$ cat config.mk
export PLATFORM = sky130hd
export DESIGN_NAME = sdt_down_timer
export DESIGN_NICKNAME = d
export VERILOG_FILES = /design/src/sdt_pkg.sv /design/src/sdt_psc_if.sv /design/src/sdt_prescaler.sv /design/src/sdt_down_timer.sv
export SDC_FILE = /design/constraint.sdc
export NUM_CORES = 1
export LEC_CHECK = 0
export BUFFER_PORTS_ARGS = -buffer_cell sky130_fd_sc_hd__buf_2
export CELL_PAD_IN_SITES_DETAIL_PLACEMENT = 1
export CELL_PAD_IN_SITES_GLOBAL_PLACEMENT = 2
export CORE_AREA = 5 5 110 122
export CTS_BUF_LIST = sky130_fd_sc_hd__clkbuf_4 sky130_fd_sc_hd__clkbuf_8
export DETAILED_ROUTE_END_ITERATION = 16
export DIE_AREA = 0 0 115 127
export GPL_TIMING_DRIVEN = 0
export PLACE_DENSITY = 0.9
export SLEW_MARGIN = 20
export SYNTH_ARGS = -nofsm -noshare
export SYNTH_HDL_FRONTEND = slang
export SYNTH_HIERARCHICAL = 1
export SYNTH_SLANG_ARGS = --single-unit
$ cat constraint.sdc
create_clock -name clk_sys -period 4.3 [get_ports clk_sys]
set_input_delay 0.86 -clock clk_sys [delete_from_list [all_inputs] [get_ports clk_sys]]
set_output_delay 0.86 -clock clk_sys [all_outputs]
set_load 0.05 [all_outputs]
$ cat src/sdt_pkg.sv
// Shared constants of the down timer: register map, field layout,
// reset values, mode codes and timing counts.
// Assumes a byte-wide paged register file on the core clock.
package sdt_pkg;

  // Register page and word offsets of instance zero
  localparam logic [7:0] SDT_PAGE = 8'h0b;
  localparam logic [7:0] SDT_OFS_COUNT_HIGH = 8'hf0;
  localparam logic [7:0] SDT_OFS_COUNT_LOW = 8'hf1;
  localparam logic [7:0] SDT_OFS_PRESCALE = 8'hf2;
  localparam logic [7:0] SDT_OFS_CONTROL = 8'hf3;
  localparam logic [7:0] SDT_INST_STRIDE = 8'h04;

  // Reset values
  localparam logic [7:0] SDT_RST_COUNT_HIGH = 8'hff;
  localparam logic [7:0] SDT_RST_COUNT_LOW = 8'hff;
  localparam logic [7:0] SDT_RST_PRESCALE = 8'hff;
  localparam logic [7:0] SDT_RST_CONTROL = 8'h14;

  // Control field positions
  localparam int SDT_BIT_RUN = 7;
  localparam int SDT_BIT_SINGLE = 6;
  localparam int SDT_BIT_IMODE_HI = 5;
  localparam int SDT_BIT_IMODE_LO = 4;
  localparam int SDT_BIT_IN_EN = 3;
  localparam int SDT_BIT_IRQ_SEL = 2;
  localparam int SDT_BIT_OMODE_HI = 1;
  localparam int SDT_BIT_OMODE_LO = 0;

  // Input mode codes
  localparam logic [1:0] SDT_IN_EVENT = 2'h0;
  localparam logic [1:0] SDT_IN_GATED = 2'h1;
  localparam logic [1:0] SDT_IN_TRIG = 2'h2;
  localparam logic [1:0] SDT_IN_RETRIG = 2'h3;

  // Output mode codes for a released pin and a square wave
  localparam logic [1:0] SDT_OUT_NONE = 2'h0;
  localparam logic [1:0] SDT_OUT_SQUARE = 2'h1;

  // Internal tick is the core clock divided by four
  localparam int SDT_INT_DIV = 4;
  localparam logic [1:0] SDT_INT_DIV_LAST = 2'(SDT_INT_DIV - 1);

  // Run state, one-hot
  typedef enum logic [2:0] {
    SDT_ST_IDLE = 3'h1,
    SDT_ST_ARMED = 3'h2,
    SDT_ST_COUNT = 3'h4
  } sdt_state_t;

endpackage

$ cat src/sdt_psc_if.sv
// Link between the down timer core and its prescaler.
// Assumes both ends sit on clk_sys.
`timescale 1ns/1ps
interface sdt_psc_if;
  logic in_tick;
  logic restart;
  logic [7:0] divisor;
  logic out_tick;

  modport core (output in_tick, output restart, output divisor, input out_tick);
  modport psc (input in_tick, input restart, input divisor, output out_tick);
endinterface

$ cat src/sdt_prescaler.sv
// 8-bit prescaler of the down timer: one output tick per divisor+1
// input ticks.
// Assumes in_tick is a one-cycle strobe on clk_sys.
`timescale 1ns/1ps
module sdt_prescaler
  import sdt_pkg::*;
(
  input wire logic clk_sys, // Core clock
  input wire logic resetn, // Synchronous reset, low active
  input wire logic ce, // Clock enable, freezes state when low
  sdt_psc_if.psc link // Tick in, divided tick out
);

  logic [7:0] left_reg;
  logic [7:0] left_next;
  logic at_end;

  // Divisor is read live, so a new value acts at the next reload or restart
  assign at_end = (left_reg == 8'h00);
  assign link.out_tick = link.in_tick & at_end;

  always_comb begin
    left_next = left_reg;
    if (link.restart) begin
      left_next = link.divisor;
    end else if (link.in_tick) begin
      left_next = at_end ? link.divisor : left_reg - 8'h01;
    end
  end

  always_ff @(posedge clk_sys) begin
    if (!resetn) begin
      left_reg <= SDT_RST_PRESCALE;
    end else if (ce) begin
      left_reg <= left_next;
    end
  end

endmodule

$ cat src/sdt_down_timer.sv
// Down timer: 16-bit down counter behind an 8-bit prescaler, with
// output pin modes and an interrupt request shared with an external pin.
// Assumes a byte-wide paged register file with one-cycle strobes on
// clk_sys; pin inputs are asynchronous and are synchronised here.
`timescale 1ns/1ps

////////////////////////////////////////////////////////////////////////
// Notes on behaviour
// - Without input pin, event mode counts the oscillator clock.
// - Output mode 00 releases the output pin, held high.
// - Output mode 01 toggles the output pin at each end of count.
// - Output mode 1x copies the low mode bit to the pin at end of count.
// - Select bit 0 sends end of count as request; 1 passes external pin.
// - The request shares the external interrupt channel.
// - Four byte registers: high, low, prescaler, control; page 11 from F0h.
// - Reset: count and prescaler read FFh, control reads 14h.
// - Count writes set the constant; reads give the live count.
// - Prescaler read returns the programmed value.
// - Prescaler divides by value plus one.
// - Control bit 7 starts and stops counting.
// - Control bit 6: continuous when 0, single shot when 1.
// - Bits 5:4 pick event, gated, triggerable, retriggerable input.
// - Bit 3 enables input section; software keeps it 0 without input.
// - End of count is the underflow past zero.
// - Single mode stops, reloads, clears start; continuous reloads.
// - New constant acts at next end of count; prescaler at once.
// - Input disabled counts core clock over four, pin ignored.
module sdt_down_timer
  import sdt_pkg::*;
#(
  parameter int INSTANCE = 0, // Timer number 0..3 in the register group
  parameter bit HAS_INPUT_PIN = 1'b1 // 0: input wired to oscillator clock
)(
  input wire logic clk_sys, // Core clock, 100 MHz
  input wire logic resetn, // Synchronous reset, low active
  input wire logic ce, // Clock enable, freezes all state when low
  input wire logic [7:0] reg_page, // Register page of the access
  input wire logic [7:0] reg_addr, // Register address in the page
  input wire logic reg_wr, // Write strobe, one cycle
  input wire logic reg_rd, // Read strobe, one cycle
  input wire logic [7:0] reg_wdata, // Write data
  output logic [7:0] reg_rdata, // Read data, valid the cycle after reg_rd
  input wire logic timer_input_pin, // Asynchronous timer input pin
  input wire logic oscillator_derived_clock, // Asynchronous oscillator clock
  input wire logic ext_irq_pin, // Asynchronous external interrupt pin
  output logic timer_output_pin, // Timer output pin
  output logic irq_channel // Shared external interrupt channel level
);

  ////////////////////////////////////////////////////////////////////////
  // Address decode

  localparam logic [7:0] INST_OFS = 8'(INSTANCE * 4);

  function automatic logic hit(input logic [7:0] addr, input logic [7:0] ofs);
    hit = (addr == ofs + INST_OFS);
  endfunction

  wire page_ok = (reg_page == SDT_PAGE);
  wire sel_high = page_ok & hit(reg_addr, SDT_OFS_COUNT_HIGH);
  wire sel_low = page_ok & hit(reg_addr, SDT_OFS_COUNT_LOW);
  wire sel_psc = page_ok & hit(reg_addr, SDT_OFS_PRESCALE);
  wire sel_ctl = page_ok & hit(reg_addr, SDT_OFS_CONTROL);
  wire wr_high = reg_wr & sel_high;
  wire wr_low = reg_wr & sel_low;
  wire wr_psc = reg_wr & sel_psc;
  wire wr_ctl = reg_wr & sel_ctl;

  ////////////////////////////////////////////////////////////////////////
  // Registers

  logic [15:0] const_reg;
  logic [7:0] psc_reg;
  logic [7:0] ctl_reg;
  logic [7:0] ctl_next;
  logic [15:0] cnt_reg;
  logic [15:0] cnt_next;
  logic new_const_reg;
  logic out_reg;
  logic irq_reg;
  sdt_state_t state_reg;
  sdt_state_t state_next;

  wire run_bit = ctl_reg[SDT_BIT_RUN];
  wire single_bit = ctl_reg[SDT_BIT_SINGLE];
  wire [1:0] in_mode = {ctl_reg[SDT_BIT_IMODE_HI], ctl_reg[SDT_BIT_IMODE_LO]};
  wire in_en = ctl_reg[SDT_BIT_IN_EN];
  wire irq_sel = ctl_reg[SDT_BIT_IRQ_SEL];
  wire [1:0] out_mode = {ctl_reg[SDT_BIT_OMODE_HI], ctl_reg[SDT_BIT_OMODE_LO]};

  ////////////////////////////////////////////////////////////////////////
  // Pin synchronisers: three stages, a change counts once stages two
  // and three agree. Stage one feeds only stage two.

  logic [2:0] tin_sync_reg;
  logic [2:0] osc_sync_reg;
  logic [2:0] ext_sync_reg;
  logic tin_lvl_reg;
  logic ext_lvl_reg;

  always_ff @(posedge clk_sys) begin
    if (!resetn) begin
      tin_sync_reg <= 3'h7;
      osc_sync_reg <= 3'h7;
      ext_sync_reg <= 3'h0;
    end else if (ce) begin
      tin_sync_reg <= {tin_sync_reg[1:0], timer_input_pin};
      osc_sync_reg <= {osc_sync_reg[1:0], oscillator_derived_clock};
      ext_sync_reg <= {ext_sync_reg[1:0], ext_irq_pin};
    end
  end

  // Where no input pin exists, the oscillator clock takes its place
  wire src_s2 = HAS_INPUT_PIN ? tin_sync_reg[1] : osc_sync_reg[1];
  wire src_s3 = HAS_INPUT_PIN ? tin_sync_reg[2] : osc_sync_reg[2];
  wire src_agree = (src_s2 == src_s3);
  wire src_fall = src_agree & tin_lvl_reg & ~src_s3;
  wire src_high = tin_lvl_reg;

  always_ff @(posedge clk_sys) begin
    if (!resetn) begin
      tin_lvl_reg <= 1'b1;
      ext_lvl_reg <= 1'b0;
    end else if (ce) begin
      if (src_agree) begin
        tin_lvl_reg <= src_s3;
      end
      if (ext_sync_reg[1] == ext_sync_reg[2]) begin
        ext_lvl_reg <= ext_sync_reg[2];
      end
    end
  end

  ////////////////////////////////////////////////////////////////////////
  // Internal time base: core clock over four

  logic [1:0] div4_reg;
  wire div4_tick = (div4_reg == SDT_INT_DIV_LAST);

  always_ff @(posedge clk_sys) begin
    if (!resetn) begin
      div4_reg <= 2'h0;
    end else if (ce) begin
      div4_reg <= div4_reg + 2'h1;
    end
  end

  ////////////////////////////////////////////////////////////////////////
  // Count source selection

  wire mode_event = in_en & (in_mode == SDT_IN_EVENT);
  wire mode_gated = in_en & (in_mode == SDT_IN_GATED);
  wire mode_trig = in_en & (in_mode == SDT_IN_TRIG);
  wire mode_retrig = in_en & (in_mode == SDT_IN_RETRIG);

  // With the input section off, the pin is never looked at
  wire src_tick = mode_event ? src_fall : div4_tick;
  wire gate_ok = ~mode_gated | src_high;
  wire counting = (state_reg == SDT_ST_COUNT) & gate_ok;
  wire retrig = mode_retrig & src_fall & (state_reg == SDT_ST_COUNT);

  // Restarting after a stop with a fresh constant reloads everything
  wire start_load = (state_reg == SDT_ST_IDLE) & run_bit & new_const_reg;

  sdt_psc_if psc_link ();

  assign psc_link.in_tick = counting & src_tick;
  assign psc_link.restart = retrig | start_load | wr_psc;
  assign psc_link.divisor = wr_psc ? reg_wdata : psc_reg;

  sdt_prescaler u_psc (
    .clk_sys(clk_sys),
    .resetn(resetn),
    .ce(ce),
    .link(psc_link)
  );

  wire cnt_step = psc_link.out_tick;
  wire eoc = cnt_step & (cnt_reg == 16'h0000);

  ////////////////////////////////////////////////////////////////////////
  // Run state

  always_comb begin
    state_next = state_reg;
    case (state_reg)
      SDT_ST_IDLE: begin
        if (run_bit) begin
          state_next = mode_trig ? SDT_ST_ARMED : SDT_ST_COUNT;
        end
      end
      SDT_ST_ARMED: begin
        if (!run_bit) begin
          state_next = SDT_ST_IDLE;
        end else if (src_fall) begin
          state_next = SDT_ST_COUNT;
        end
      end
      SDT_ST_COUNT: begin
        if (!run_bit || (eoc && single_bit)) begin
          state_next = SDT_ST_IDLE;
        end
      end
      default: state_next = SDT_ST_IDLE;
    endcase
  end

  ////////////////////////////////////////////////////////////////////////
  // Counter

  always_comb begin
    cnt_next = cnt_reg;
    if (retrig || start_load) begin
      cnt_next = const_reg;
    end else if (eoc) begin
      cnt_next = const_reg;
    end else if (cnt_step) begin
      cnt_next = cnt_reg - 16'h0001;
    end
  end

  // Hardware clears the start bit on a single-shot end of count;
  // a software write in the same cycle wins so a restart is not lost.
  always_comb begin
    ctl_next = ctl_reg;
    if (eoc && single_bit) begin
      ctl_next[SDT_BIT_RUN] = 1'b0;
    end
    if (wr_ctl) begin
      ctl_next = reg_wdata;
    end
  end

  always_ff @(posedge clk_sys) begin
    if (!resetn) begin
      const_reg <= {SDT_RST_COUNT_HIGH, SDT_RST_COUNT_LOW};
      psc_reg <= SDT_RST_PRESCALE;
      ctl_reg <= SDT_RST_CONTROL;
      cnt_reg <= {SDT_RST_COUNT_HIGH, SDT_RST_COUNT_LOW};
      new_const_reg <= 1'b0;
      state_reg <= SDT_ST_IDLE;
    end else if (ce) begin
      if (wr_high) begin
        const_reg[15:8] <= reg_wdata;
      end
      if (wr_low) begin
        const_reg[7:0] <= reg_wdata;
      end
      if (wr_psc) begin
        psc_reg <= reg_wdata;
      end
      ctl_reg <= ctl_next;
      cnt_reg <= cnt_next;
      state_reg <= state_next;
      // Remember a constant written while stopped
      if ((wr_high || wr_low) && !run_bit) begin
        new_const_reg <= 1'b1;
      end else if (start_load || eoc || retrig) begin
        new_const_reg <= 1'b0;
      end
    end
  end

  ////////////////////////////////////////////////////////////////////////
  // Output pin and interrupt channel

  always_ff @(posedge clk_sys) begin
    if (!resetn) begin
      out_reg <= 1'b1;
      irq_reg <= 1'b0;
    end else if (ce) begin
      if (out_mode == SDT_OUT_NONE) begin
        out_reg <= 1'b1;
      end else if (eoc && out_mode == SDT_OUT_SQUARE) begin
        out_reg <= ~out_reg;
      end else if (eoc && out_mode[1]) begin
        out_reg <= out_mode[0];
      end
      // Channel carries the timer pulse or the external pin level.
      // Changing the select can make a false edge; software guards it.
      irq_reg <= irq_sel ? ext_lvl_reg : eoc;
    end
  end

  assign timer_output_pin = out_reg;
  assign irq_channel = irq_reg;

  ////////////////////////////////////////////////////////////////////////
  // Read data

  always_ff @(posedge clk_sys) begin
    if (!resetn) begin
      reg_rdata <= 8'h00;
    end else if (ce && reg_rd) begin
      if (sel_high) begin
        reg_rdata <= cnt_reg[15:8];
      end else if (sel_low) begin
        reg_rdata <= cnt_reg[7:0];
      end else if (sel_psc) begin
        reg_rdata <= psc_reg;
      end else if (sel_ctl) begin
        reg_rdata <= ctl_reg;
      end else begin
        reg_rdata <= 8'h00;
      end
    end
  end

endmodule

==> report_table.html, run 1 <==
<table>
<tr><th>Metric</th><th>Value</th></tr>
<tr><th colspan="2">Global routing</th></tr>
<tr><td>Number of antenna violations at the first check in global routing</td><td>0</td></tr>
<tr><td>Via count of the first global-routing pass</td><td>4265</td></tr>
<tr><td>Total track usage</td><td>20.0%</td></tr>
<tr><td>Largest net degree at the start of global routing</td><td>16</td></tr>
<tr><td>Wire length of the first global-routing pass</td><td>22.8 mm</td></tr>
<tr><td>Total gr overflow</td><td>0</td></tr>
<tr><th colspan="2">Place</th></tr>
<tr><td>Port buffer count</td><td>40</td></tr>
<tr><td>Count of placed standard cells including taps</td><td>715</td></tr>
<tr><td>Worst setup slack before clock tree synthesis</td><td>-0.270 ns</td></tr>
<tr><td>Weighted congestion at the end of routability-driven global placement</td><td>0.945</td></tr>
<tr><td>Hpwl dp</td><td>10.8 mm</td></tr>
<tr><th colspan="2">Clock tree</th></tr>
<tr><td>Clock Root Buffer</td><td>sky130_fd_sc_hd__clkbuf_8</td></tr>
<tr><td>Clk pin slew, worst setup/hold paths</td><td>0.09 ns</td></tr>
<tr><td>Clock sinks</td><td>80</td></tr>
<tr><td>H-tree depth reported by CTS</td><td>3</td></tr>
<tr><td>TritonCTS Buffers</td><td>9</td></tr>
<tr><td>Source-to-sink clock delay at the later pin of the worst-skew pair</td><td>0.37 ns</td></tr>
<tr><td>CTS tree</td><td>built</td></tr>
<tr><td>Maximum clock insertion buffer count</td><td>2</td></tr>
<tr><th colspan="2">Worst setup path</th></tr>
<tr><td>Biggest cell delay along the critical path</td><td>0.54 ns</td></tr>
<tr><td>Class of the most critical setup path</td><td>primary input to flip-flop</td></tr>
<tr><td>Critical path capture point type</td><td>flip-flop</td></tr>
<tr><td>Ordered cell list for the critical path</td><td>buf_2 &gt; nor4b_1 &gt; nand4_1 &gt; nor3_4 &gt; clkbuf_1 &gt; nand2b_1 &gt; o21a_1 &gt; clkbuf_1 &gt; nand2_1 &gt; nor4_1 &gt; a211oi_1</td></tr>
<tr><td>Kind of start point of the critical path</td><td>primary input</td></tr>
<tr><td>Critical path required time</td><td>4.53 ns</td></tr>
<tr><td>Data arrival time of the critical path</td><td>4.06 ns</td></tr>
<tr><td>Internal reg-to-reg setup slack</td><td>0.66 ns</td></tr>
<tr><td>Critical path's slowest cell</td><td>sky130_fd_sc_hd__nor3_4</td></tr>
<tr><td>Critical register-to-register path startpoint</td><td>state_reg[2]</td></tr>
<tr><td>Worst r2r path cells</td><td>9</td></tr>
<tr><td>Max Fanout on Critical Path</td><td>10</td></tr>
<tr><td>Cell occurring most often along the worst timing path</td><td>sky130_fd_sc_hd__clkbuf_1</td></tr>
<tr><td>End of the worst register-to-register path</td><td>u_psc/left_reg[7]</td></tr>
<tr><th colspan="2">Yosys</th></tr>
<tr><td>Total number of yosys warnings</td><td>6</td></tr>
<tr><td>Area share of the largest cell type after synthesis</td><td>38.1%</td></tr>
<tr><td>Most common cell in the synthesized netlist</td><td>sky130_fd_sc_hd__dfxtp_1</td></tr>
<tr><td>Number of synthesized flops with an enable pin</td><td>0</td></tr>
<tr><td>Distinct cells, synth</td><td>58</td></tr>
<tr><td>Post-synth ARST share</td><td>0%</td></tr>
<tr><td>Post-synth top area cell</td><td>sky130_fd_sc_hd__dfxtp_1</td></tr>
<tr><td>Main synth FF type</td><td>sky130_fd_sc_hd__dfxtp_1</td></tr>
<tr><td>Summed instance area of the synthesized netlist</td><td>4210 um2</td></tr>
<tr><td>Average size of a mapped cell</td><td>8.07 um2</td></tr>
<tr><td>Synthesized Nets</td><td>558</td></tr>
<tr><td>Number of flip-flops and latches in the synthesized netlist</td><td>80</td></tr>
<tr><td>List of most frequent post-synthesis cells</td><td>sky130_fd_sc_hd__dfxtp_1, sky130_fd_sc_hd__nand2_1, sky130_fd_sc_hd__nor2_1</td></tr>
<tr><td>Post-Synthesis Cells</td><td>521</td></tr>
<tr><td>Cells taking the most area after synthesis</td><td>sky130_fd_sc_hd__dfxtp_1, sky130_fd_sc_hd__mux2i_1, sky130_fd_sc_hd__nand2_1, sky130_fd_sc_hd__nor2_1, sky130_fd_sc_hd__nand3_1</td></tr>
<tr><td>Share of synthesized area occupied by flip-flops and latches</td><td>38.1%</td></tr>
<tr><th colspan="2">Final layout</th></tr>
<tr><td>Layout cell share with drive strength beyond 1</td><td>15.1%</td></tr>
<tr><td>Nets</td><td>609</td></tr>
<tr><td>Layout overhead on the synthesized area</td><td>14.1%</td></tr>
<tr><td>Non-filler cells in the finished layout</td><td>731</td></tr>
<tr><td>Utilization after layout</td><td>40.1%</td></tr>
<tr><td>Antenna cells</td><td>0</td></tr>
<tr><th colspan="2">Min path</th></tr>
<tr><td>Worst hold start</td><td>reg_rdata[1]</td></tr>
<tr><td>Hold-critical path endpoint</td><td>reg_rdata[1]</td></tr>
<tr><td>Number of stages on the worst hold path</td><td>2</td></tr>
<tr><td>Worst min-delay path class</td><td>flip-flop to flip-flop</td></tr>
<tr><th colspan="2">Die</th></tr>
<tr><td>DIE AREA</td><td>14600 um2</td></tr>
<tr><td>I/O pin cnt</td><td>42</td></tr>
<tr><td>Floorplan die width</td><td>115 um</td></tr>
<tr><td>Core Footprint</td><td>12000 um2</td></tr>
<tr><td>Initial Utilization</td><td>35.1%</td></tr>
<tr><td>Vertical extent of the die</td><td>127 um</td></tr>
<tr><td>Rows</td><td>42</td></tr>
<tr><th colspan="2">Detailed routing</th></tr>
<tr><td>1st-iter DRT viols</td><td>183</td></tr>
<tr><td>Sum of routed wire length over all layers</td><td>14.3 mm</td></tr>
<tr><td>Number of iterations in the first detailed-routing pass</td><td>5</td></tr>
<tr><td>Average wire per standard cell</td><td>19.5 um</td></tr>
<tr><td>Post-route antenna net violation count</td><td>0</td></tr>
<tr><td>DRC violation count after routing</td><td>0</td></tr>
<tr><td>Vias per std cell</td><td>5.72</td></tr>
<tr><td>Total via count after detailed routing</td><td>4180</td></tr>
<tr><th colspan="2">Timing</th></tr>
<tr><td>Ratio of final minimum period to clock period</td><td>89.1%</td></tr>
<tr><td>Worst-case setup margin in the final layout</td><td>0.471 ns</td></tr>
<tr><td>Worst rel slew slack</td><td>30.6%</td></tr>
<tr><td>Worst hold slack after final layout</td><td>0.440 ns</td></tr>
<tr><td>Worst Max-Slew Pin Slew</td><td>1.03 ns</td></tr>
<tr><td>Unrepaired setup endpoints after global routing</td><td>no</td></tr>
<tr><td>Achievable Freq</td><td>0.261 GHz</td></tr>
<tr><td>Setup violation total in the final timing report</td><td>0</td></tr>
<tr><td>Worst clock skew on the final layout</td><td>0.0117 ns</td></tr>
<tr><td>Total negative slack</td><td>0 ns</td></tr>
<tr><td>Shortest period the worst path allows</td><td>3.83 ns</td></tr>
<tr><td>Number of pins with negative max-slew slack in the final report</td><td>0</td></tr>
<tr><td>Count of endpoints failing hold in the final timing report</td><td>0</td></tr>
<tr><th colspan="2">Status</th></tr>
<tr><td>Result of the run</td><td>completed</td></tr>
<tr><th colspan="2">Job</th></tr>
<tr><td>Max-Cap Viols</td><td>0</td></tr>
<tr><th colspan="2">Power</th></tr>
<tr><td>Leakage dissipation</td><td>1.96 nW</td></tr>
<tr><td>Power density normalized to cell area</td><td>292 nW/um2</td></tr>
<tr><td>Peak supply drop</td><td>0.160 mV</td></tr>
</table>
## worst max-delay path, delay by kind of cell
family	cells	cell delay, ns
buffers and inverters	3	0.89
AND/OR/NAND/NOR	6	2.05
AO/OA/AOI/OAI	2	0.26
## how the worst max path moves through the flow
| stage | from | end | slack (ns) | cells past startpoint |
|---|---|---|---|---|
| global placement | reg_page[4] | u_psc/left_reg[7] | -0.12 | 11 |
| CTS | reg_page[4] | u_psc/left_reg[3] | 0.11 | 11 |
| floorplan | reg_page[4] | u_psc/left_reg[4] | 0.69 | 10 |
| detailed placement | reg_page[4] | u_psc/left_reg[3] | -0.27 | 11 |
| global route | reg_page[4] | u_psc/left_reg[7] | 0.11 | 11 |
| finish | reg_page[4] | u_psc/left_reg[7] | 0.47 | 11 |
## power by group
| part | internal [mW] | switching (mW) | leakage, nW |
|---|---|---|---|
| Clock | 0.233 | 0.310 | 0.0910 |
| Combinational | 0.0341 | 0.0635 | 1.22 |
| Sequential | 0.749 | 0.00973 | 0.648 |
| Total | 1.02 | 0.383 | 1.96 |
## metrics by stage
stage / cell area, um2 / power (mW)
5_1_grt: 4800 / 1.46
2_1_floorplan: 4210 / 0.825
3_5_place_dp: 4600 / 0.872
6_report: 4800 / 1.40
3_3_place_gp: 4600 / 0.868
4_1_cts: 4790 / 1.41
## kinds of logic after synthesis
group	count (synthesis)	share of synthesized area (%)
AND/OR/NAND/NOR	238	28.2
multiplexers	45	11.0
AO/OA/AOI/OAI	106	16.5
flip-flops	80	38.1
XOR/XNOR	1	0.208
buffers and inverters	46	4.55
adder cells (fa/ha/maj)	5	1.49
## cell usage in the layout (no fill, tap or decap), types with 11 or more instances in the layout
master	n
sky130_fd_sc_hd__a21oi_1	31
sky130_fd_sc_hd__buf_2	40
sky130_fd_sc_hd__clkbuf_1	20
sky130_fd_sc_hd__dfxtp_1	80
sky130_fd_sc_hd__inv_1	21
sky130_fd_sc_hd__mux2i_1	36
sky130_fd_sc_hd__nand2_1	74
sky130_fd_sc_hd__nand3_1	39
sky130_fd_sc_hd__nor2_1	54
sky130_fd_sc_hd__nor3_1	14
sky130_fd_sc_hd__o211ai_1	11
sky130_fd_sc_hd__o21ai_0	12
## cell type report
class / count / area [um2]
tap: 154 / 193
timing repair buffer: 40 / 200
clock inverter: 6 / 52.6
clock buffer: 10 / 138
buffer: 25 / 113
multi-input combinational: 395 / 2420
fill: 1518 / 7180
inverter: 21 / 78.8
sequential: 80 / 1600
## metal layers
metal / share of wire, % / vias up / track usage, % / wire length [um]
li1: - / 1998 / - / -
met1: 45 / 2043 / 26.1 / 6450
met3: 5.9 / 27 / 4.54 / 837
met2: 47 / 112 / 32.6 / 6640
met5: 0 / - / 0 / 0
met4: 2.4 / 0 / 6.56 / 346
## what timing repair did
action | 4_1_cts | 5_1_grt
endpoints found under the setup margin | 0 | 1
gates resized for setup | 0 | 1
endpoints found under the hold margin | 0 | 0
hold buffers | 0 | 0
buffers inserted | 0 | 0
Power figures use the tool's default switching activity.
==> run 2: changes to the inputs <==
GPL_TIMING_DRIVEN = default   (was 0)
PLACE_DENSITY = 0.86   (was 0.9)
==> report_table.html, run 2 (synthesis results as in run 1) <==
<table>
<tr><th>Metric</th><th>Value</th></tr>
<tr><th colspan="2">Final layout</th></tr>
<tr><td>Post-route standard cell area excluding fillers</td><td>4750 um2 (-0.99%)</td></tr>
<tr><td>Antenna cells</td><td>0 (unchanged)</td></tr>
<tr><td>Non-filler cells in the finished layout</td><td>714 (-2.3%)</td></tr>
<tr><td>Most frequent cells in the layout</td><td>sky130_fd_sc_hd__dfxtp_1, sky130_fd_sc_hd__nand2_1, sky130_fd_sc_hd__nor2_1, sky130_fd_sc_hd__buf_2, sky130_fd_sc_hd__nand3_1</td></tr>
<tr><td>Layout cell share with drive strength beyond 1</td><td>16.4% (+1.4 points)</td></tr>
<tr><td>Layout overhead on the synthesized area</td><td>13.0%</td></tr>
<tr><td>Number of fillers in the final layout</td><td>1468 (-3.3%)</td></tr>
<tr><td>Nets</td><td>592 (-2.8%)</td></tr>
<tr><td>Most frequent standard cell in the layout excluding fill and tap cells</td><td>sky130_fd_sc_hd__dfxtp_1</td></tr>
<tr><th colspan="2">Clock tree</th></tr>
<tr><td>Maximum clock insertion buffer count</td><td>2 (unchanged)</td></tr>
<tr><td>H-tree depth reported by CTS</td><td>3 (unchanged)</td></tr>
<tr><td>Source-to-sink clock delay at the later pin of the worst-skew pair</td><td>0.37 ns (about the same)</td></tr>
<tr><td>TritonCTS Buffers</td><td>9 (unchanged)</td></tr>
<tr><td>Clock Root Buffer</td><td>sky130_fd_sc_hd__clkbuf_8</td></tr>
<tr><td>Clock sinks</td><td>80 (unchanged)</td></tr>
<tr><td>Post-CTS Resized</td><td>0 (unchanged)</td></tr>
<tr><td>Clk pin slew, worst setup/hold paths</td><td>0.09 ns (about the same)</td></tr>
<tr><td>CTS tree</td><td>built</td></tr>
<tr><td>Number of buffers added to fix hold violations after cts</td><td>0 (unchanged)</td></tr>
<tr><td>Post-CTS Setup Repair Bufs</td><td>0 (unchanged)</td></tr>
<tr><th colspan="2">Die</th></tr>
<tr><td>I/O pin cnt</td><td>42 (unchanged)</td></tr>
<tr><td>Floorplan die width</td><td>115 um (unchanged)</td></tr>
<tr><td>Core Footprint</td><td>12000 um2 (unchanged)</td></tr>
<tr><td>Vertical extent of the die</td><td>127 um (unchanged)</td></tr>
<tr><td>Initial Utilization</td><td>35.1% (unchanged)</td></tr>
<tr><td>Rows</td><td>42 (unchanged)</td></tr>
<tr><td>DIE AREA</td><td>14600 um2 (unchanged)</td></tr>
<tr><th colspan="2">Detailed routing</th></tr>
<tr><td>Total via count after detailed routing</td><td>4052 (-3.1%)</td></tr>
<tr><td>Average wire per standard cell</td><td>18.8 um (-3.5%)</td></tr>
<tr><td>Sum of routed wire length over all layers</td><td>13.5 mm (-5.7%)</td></tr>
<tr><td>Number of iterations in the first detailed-routing pass</td><td>4 (-1)</td></tr>
<tr><td>1st-iter DRT viols</td><td>228 (+25%)</td></tr>
<tr><td>Vias per std cell</td><td>5.68 (-0.75%)</td></tr>
<tr><td>Post-route antenna net violation count</td><td>0 (unchanged)</td></tr>
<tr><td>DRC violation count after routing</td><td>0 (unchanged)</td></tr>
<tr><th colspan="2">Global routing</th></tr>
<tr><td>Largest net degree at the start of global routing</td><td>38 (+22)</td></tr>
<tr><td>Via count of the first global-routing pass</td><td>4082 (-4.3%)</td></tr>
<tr><td>Total track usage</td><td>18.9% (-1.1 points)</td></tr>
<tr><td>Number of antenna violations at the first check in global routing</td><td>1 (+1)</td></tr>
<tr><td>Total gr overflow</td><td>0 (unchanged)</td></tr>
<tr><td>Wire length of the first global-routing pass</td><td>21.9 mm (-4.3%)</td></tr>
<tr><th colspan="2">Worst setup path</th></tr>
<tr><td>Max Fanout on Critical Path</td><td>8 (-2)</td></tr>
<tr><td>Class of the most critical setup path</td><td>flip-flop to flip-flop</td></tr>
<tr><td>Critical path required time</td><td>4.60 ns (+0.07 ns)</td></tr>
<tr><td>Critical register-to-register path startpoint</td><td>state_reg[2]</td></tr>
<tr><td>Data arrival time of the critical path</td><td>3.52 ns (-0.54 ns)</td></tr>
<tr><td>Internal reg-to-reg setup slack</td><td>1.08 ns (+0.42 ns)</td></tr>
<tr><td>Critical path capture point type</td><td>flip-flop</td></tr>
<tr><td>Kind of start point of the critical path</td><td>flip-flop</td></tr>
<tr><td>Worst r2r path cells</td><td>9 (unchanged)</td></tr>
<tr><td>End of the worst register-to-register path</td><td>cnt_reg[8]</td></tr>
<tr><th colspan="2">Timing</th></tr>
<tr><td>Count of endpoints failing hold in the final timing report</td><td>0 (unchanged)</td></tr>
<tr><td>Ratio of final minimum period to clock period</td><td>75.0% (-14 points)</td></tr>
<tr><td>Achievable Freq</td><td>0.310 GHz (+19%)</td></tr>
<tr><td>Worst clock skew on the final layout</td><td>0.0155 ns (+0.00384 ns)</td></tr>
<tr><td>Shortest period the worst path allows</td><td>3.22 ns (-0.605 ns)</td></tr>
<tr><td>Unrepaired setup endpoints after global routing</td><td>no</td></tr>
<tr><td>Total negative slack</td><td>0 ns (unchanged)</td></tr>
<tr><td>Setup violation total in the final timing report</td><td>0 (unchanged)</td></tr>
<tr><td>Worst rel slew slack</td><td>22.9% (-7.7 points)</td></tr>
<tr><td>Number of pins with negative max-slew slack in the final report</td><td>0 (unchanged)</td></tr>
<tr><td>Worst Max-Slew Pin Slew</td><td>1.15 ns (+0.114 ns)</td></tr>
<tr><th colspan="2">Job</th></tr>
<tr><td>Max-Cap Viols</td><td>0 (unchanged)</td></tr>
<tr><th colspan="2">Place</th></tr>
<tr><td>Weighted congestion at the end of routability-driven global placement</td><td>0.882 (-6.7%)</td></tr>
<tr><td>Port buffer count</td><td>40 (unchanged)</td></tr>
<tr><td>Count of placed standard cells including taps</td><td>698 (-2.4%)</td></tr>
<tr><td>Placement Cell Area</td><td>4550 um2 (-1.0%)</td></tr>
<tr><td>Hpwl dp</td><td>9.79 mm (-9.5%)</td></tr>
<tr><th colspan="2">Status</th></tr>
<tr><td>Result of the run</td><td>completed</td></tr>
<tr><th colspan="2">Min path</th></tr>
<tr><td>Worst hold start</td><td>reg_rdata[1]</td></tr>
<tr><td>Number of stages on the worst hold path</td><td>2 (unchanged)</td></tr>
<tr><td>Worst min-delay path class</td><td>flip-flop to flip-flop</td></tr>
<tr><td>Hold-critical path endpoint</td><td>reg_rdata[1]</td></tr>
<tr><th colspan="2">Power</th></tr>
<tr><td>Peak supply drop</td><td>0.117 mV (-27%)</td></tr>
<tr><td>Power density normalized to cell area</td><td>299 nW/um2 (+2.6%)</td></tr>
<tr><td>Leakage dissipation</td><td>1.96 nW (about the same)</td></tr>
</table>
-- run 2: per-layer routing --
layer  vias up  global-route usage (%)  wire length [um]
met5         -                       0                13
met4         2                    6.98               286
met3        23                    2.84               757
met2        95                    29.6              6110
met1      1972                    26.2              6280
li1       1960                       -                 -
-- run 2: area by class of cell --
class	instances	area [um2]	share of cell area, %
clock buffers	11	145	3.05
clock inverters	5	56.3	1.18
inverters	21	78.8	1.66
multi-input cells	395	2420	50.9
flip-flops and latches	80	1600	33.7
well taps	154	193	4.05
repair buffers	48	260	5.48
-- run 2: metrics by stage --
stage	power [mW]	setup slack [ns]	hold WS [ns]	util [%]
floorplan	0.825	0.690	0.433	-
global placement	0.859	0.890	0.424	38.0
detailed placement	0.862	0.818	0.433	38.0
CTS	1.43	1.16	0.445	39.7
global route	1.48	0.905	0.463	39.7
finish	1.42	1.08	0.442	39.7
-- run 2: power breakdown --
| part | switching [mW] | total (mW) | internal (mW) |
|---|---|---|---|
| Combinational | 0.0541 | 0.0847 | 0.0306 |
| Sequential | 0.0114 | 0.760 | 0.749 |
| Clock | 0.287 | 0.577 | 0.290 |
-- run 2: worst max path at each step --
stage	depth (start not counted)	to	startpoint	slack (ns)
3_3_place_gp	10	u_psc/left_reg[7]	reg_page[4]	0.89
3_5_place_dp	10	u_psc/left_reg[7]	reg_page[4]	0.82
5_1_grt	11	u_psc/left_reg[3]	reg_page[4]	0.90
6_report	9	cnt_reg[8]	state_reg[2]	1.08
2_1_floorplan	10	u_psc/left_reg[4]	reg_page[4]	0.69
4_1_cts	9	cnt_reg[8]	state_reg[2]	1.16
-- run 2: critical path, stage by stage (launching register included) --
cell and delay, ns:
sky130_fd_sc_hd__dfxtp_1 0.40, sky130_fd_sc_hd__or3b_2 0.52, sky130_fd_sc_hd__nor2_1 0.36, sky130_fd_sc_hd__and3_1 0.37
sky130_fd_sc_hd__nand3_1 0.15, sky130_fd_sc_hd__nor4_2 0.39, sky130_fd_sc_hd__nor3_1 0.31, sky130_fd_sc_hd__buf_4 0.26
sky130_fd_sc_hd__a31o_2 0.24, sky130_fd_sc_hd__a32oi_1 0.14
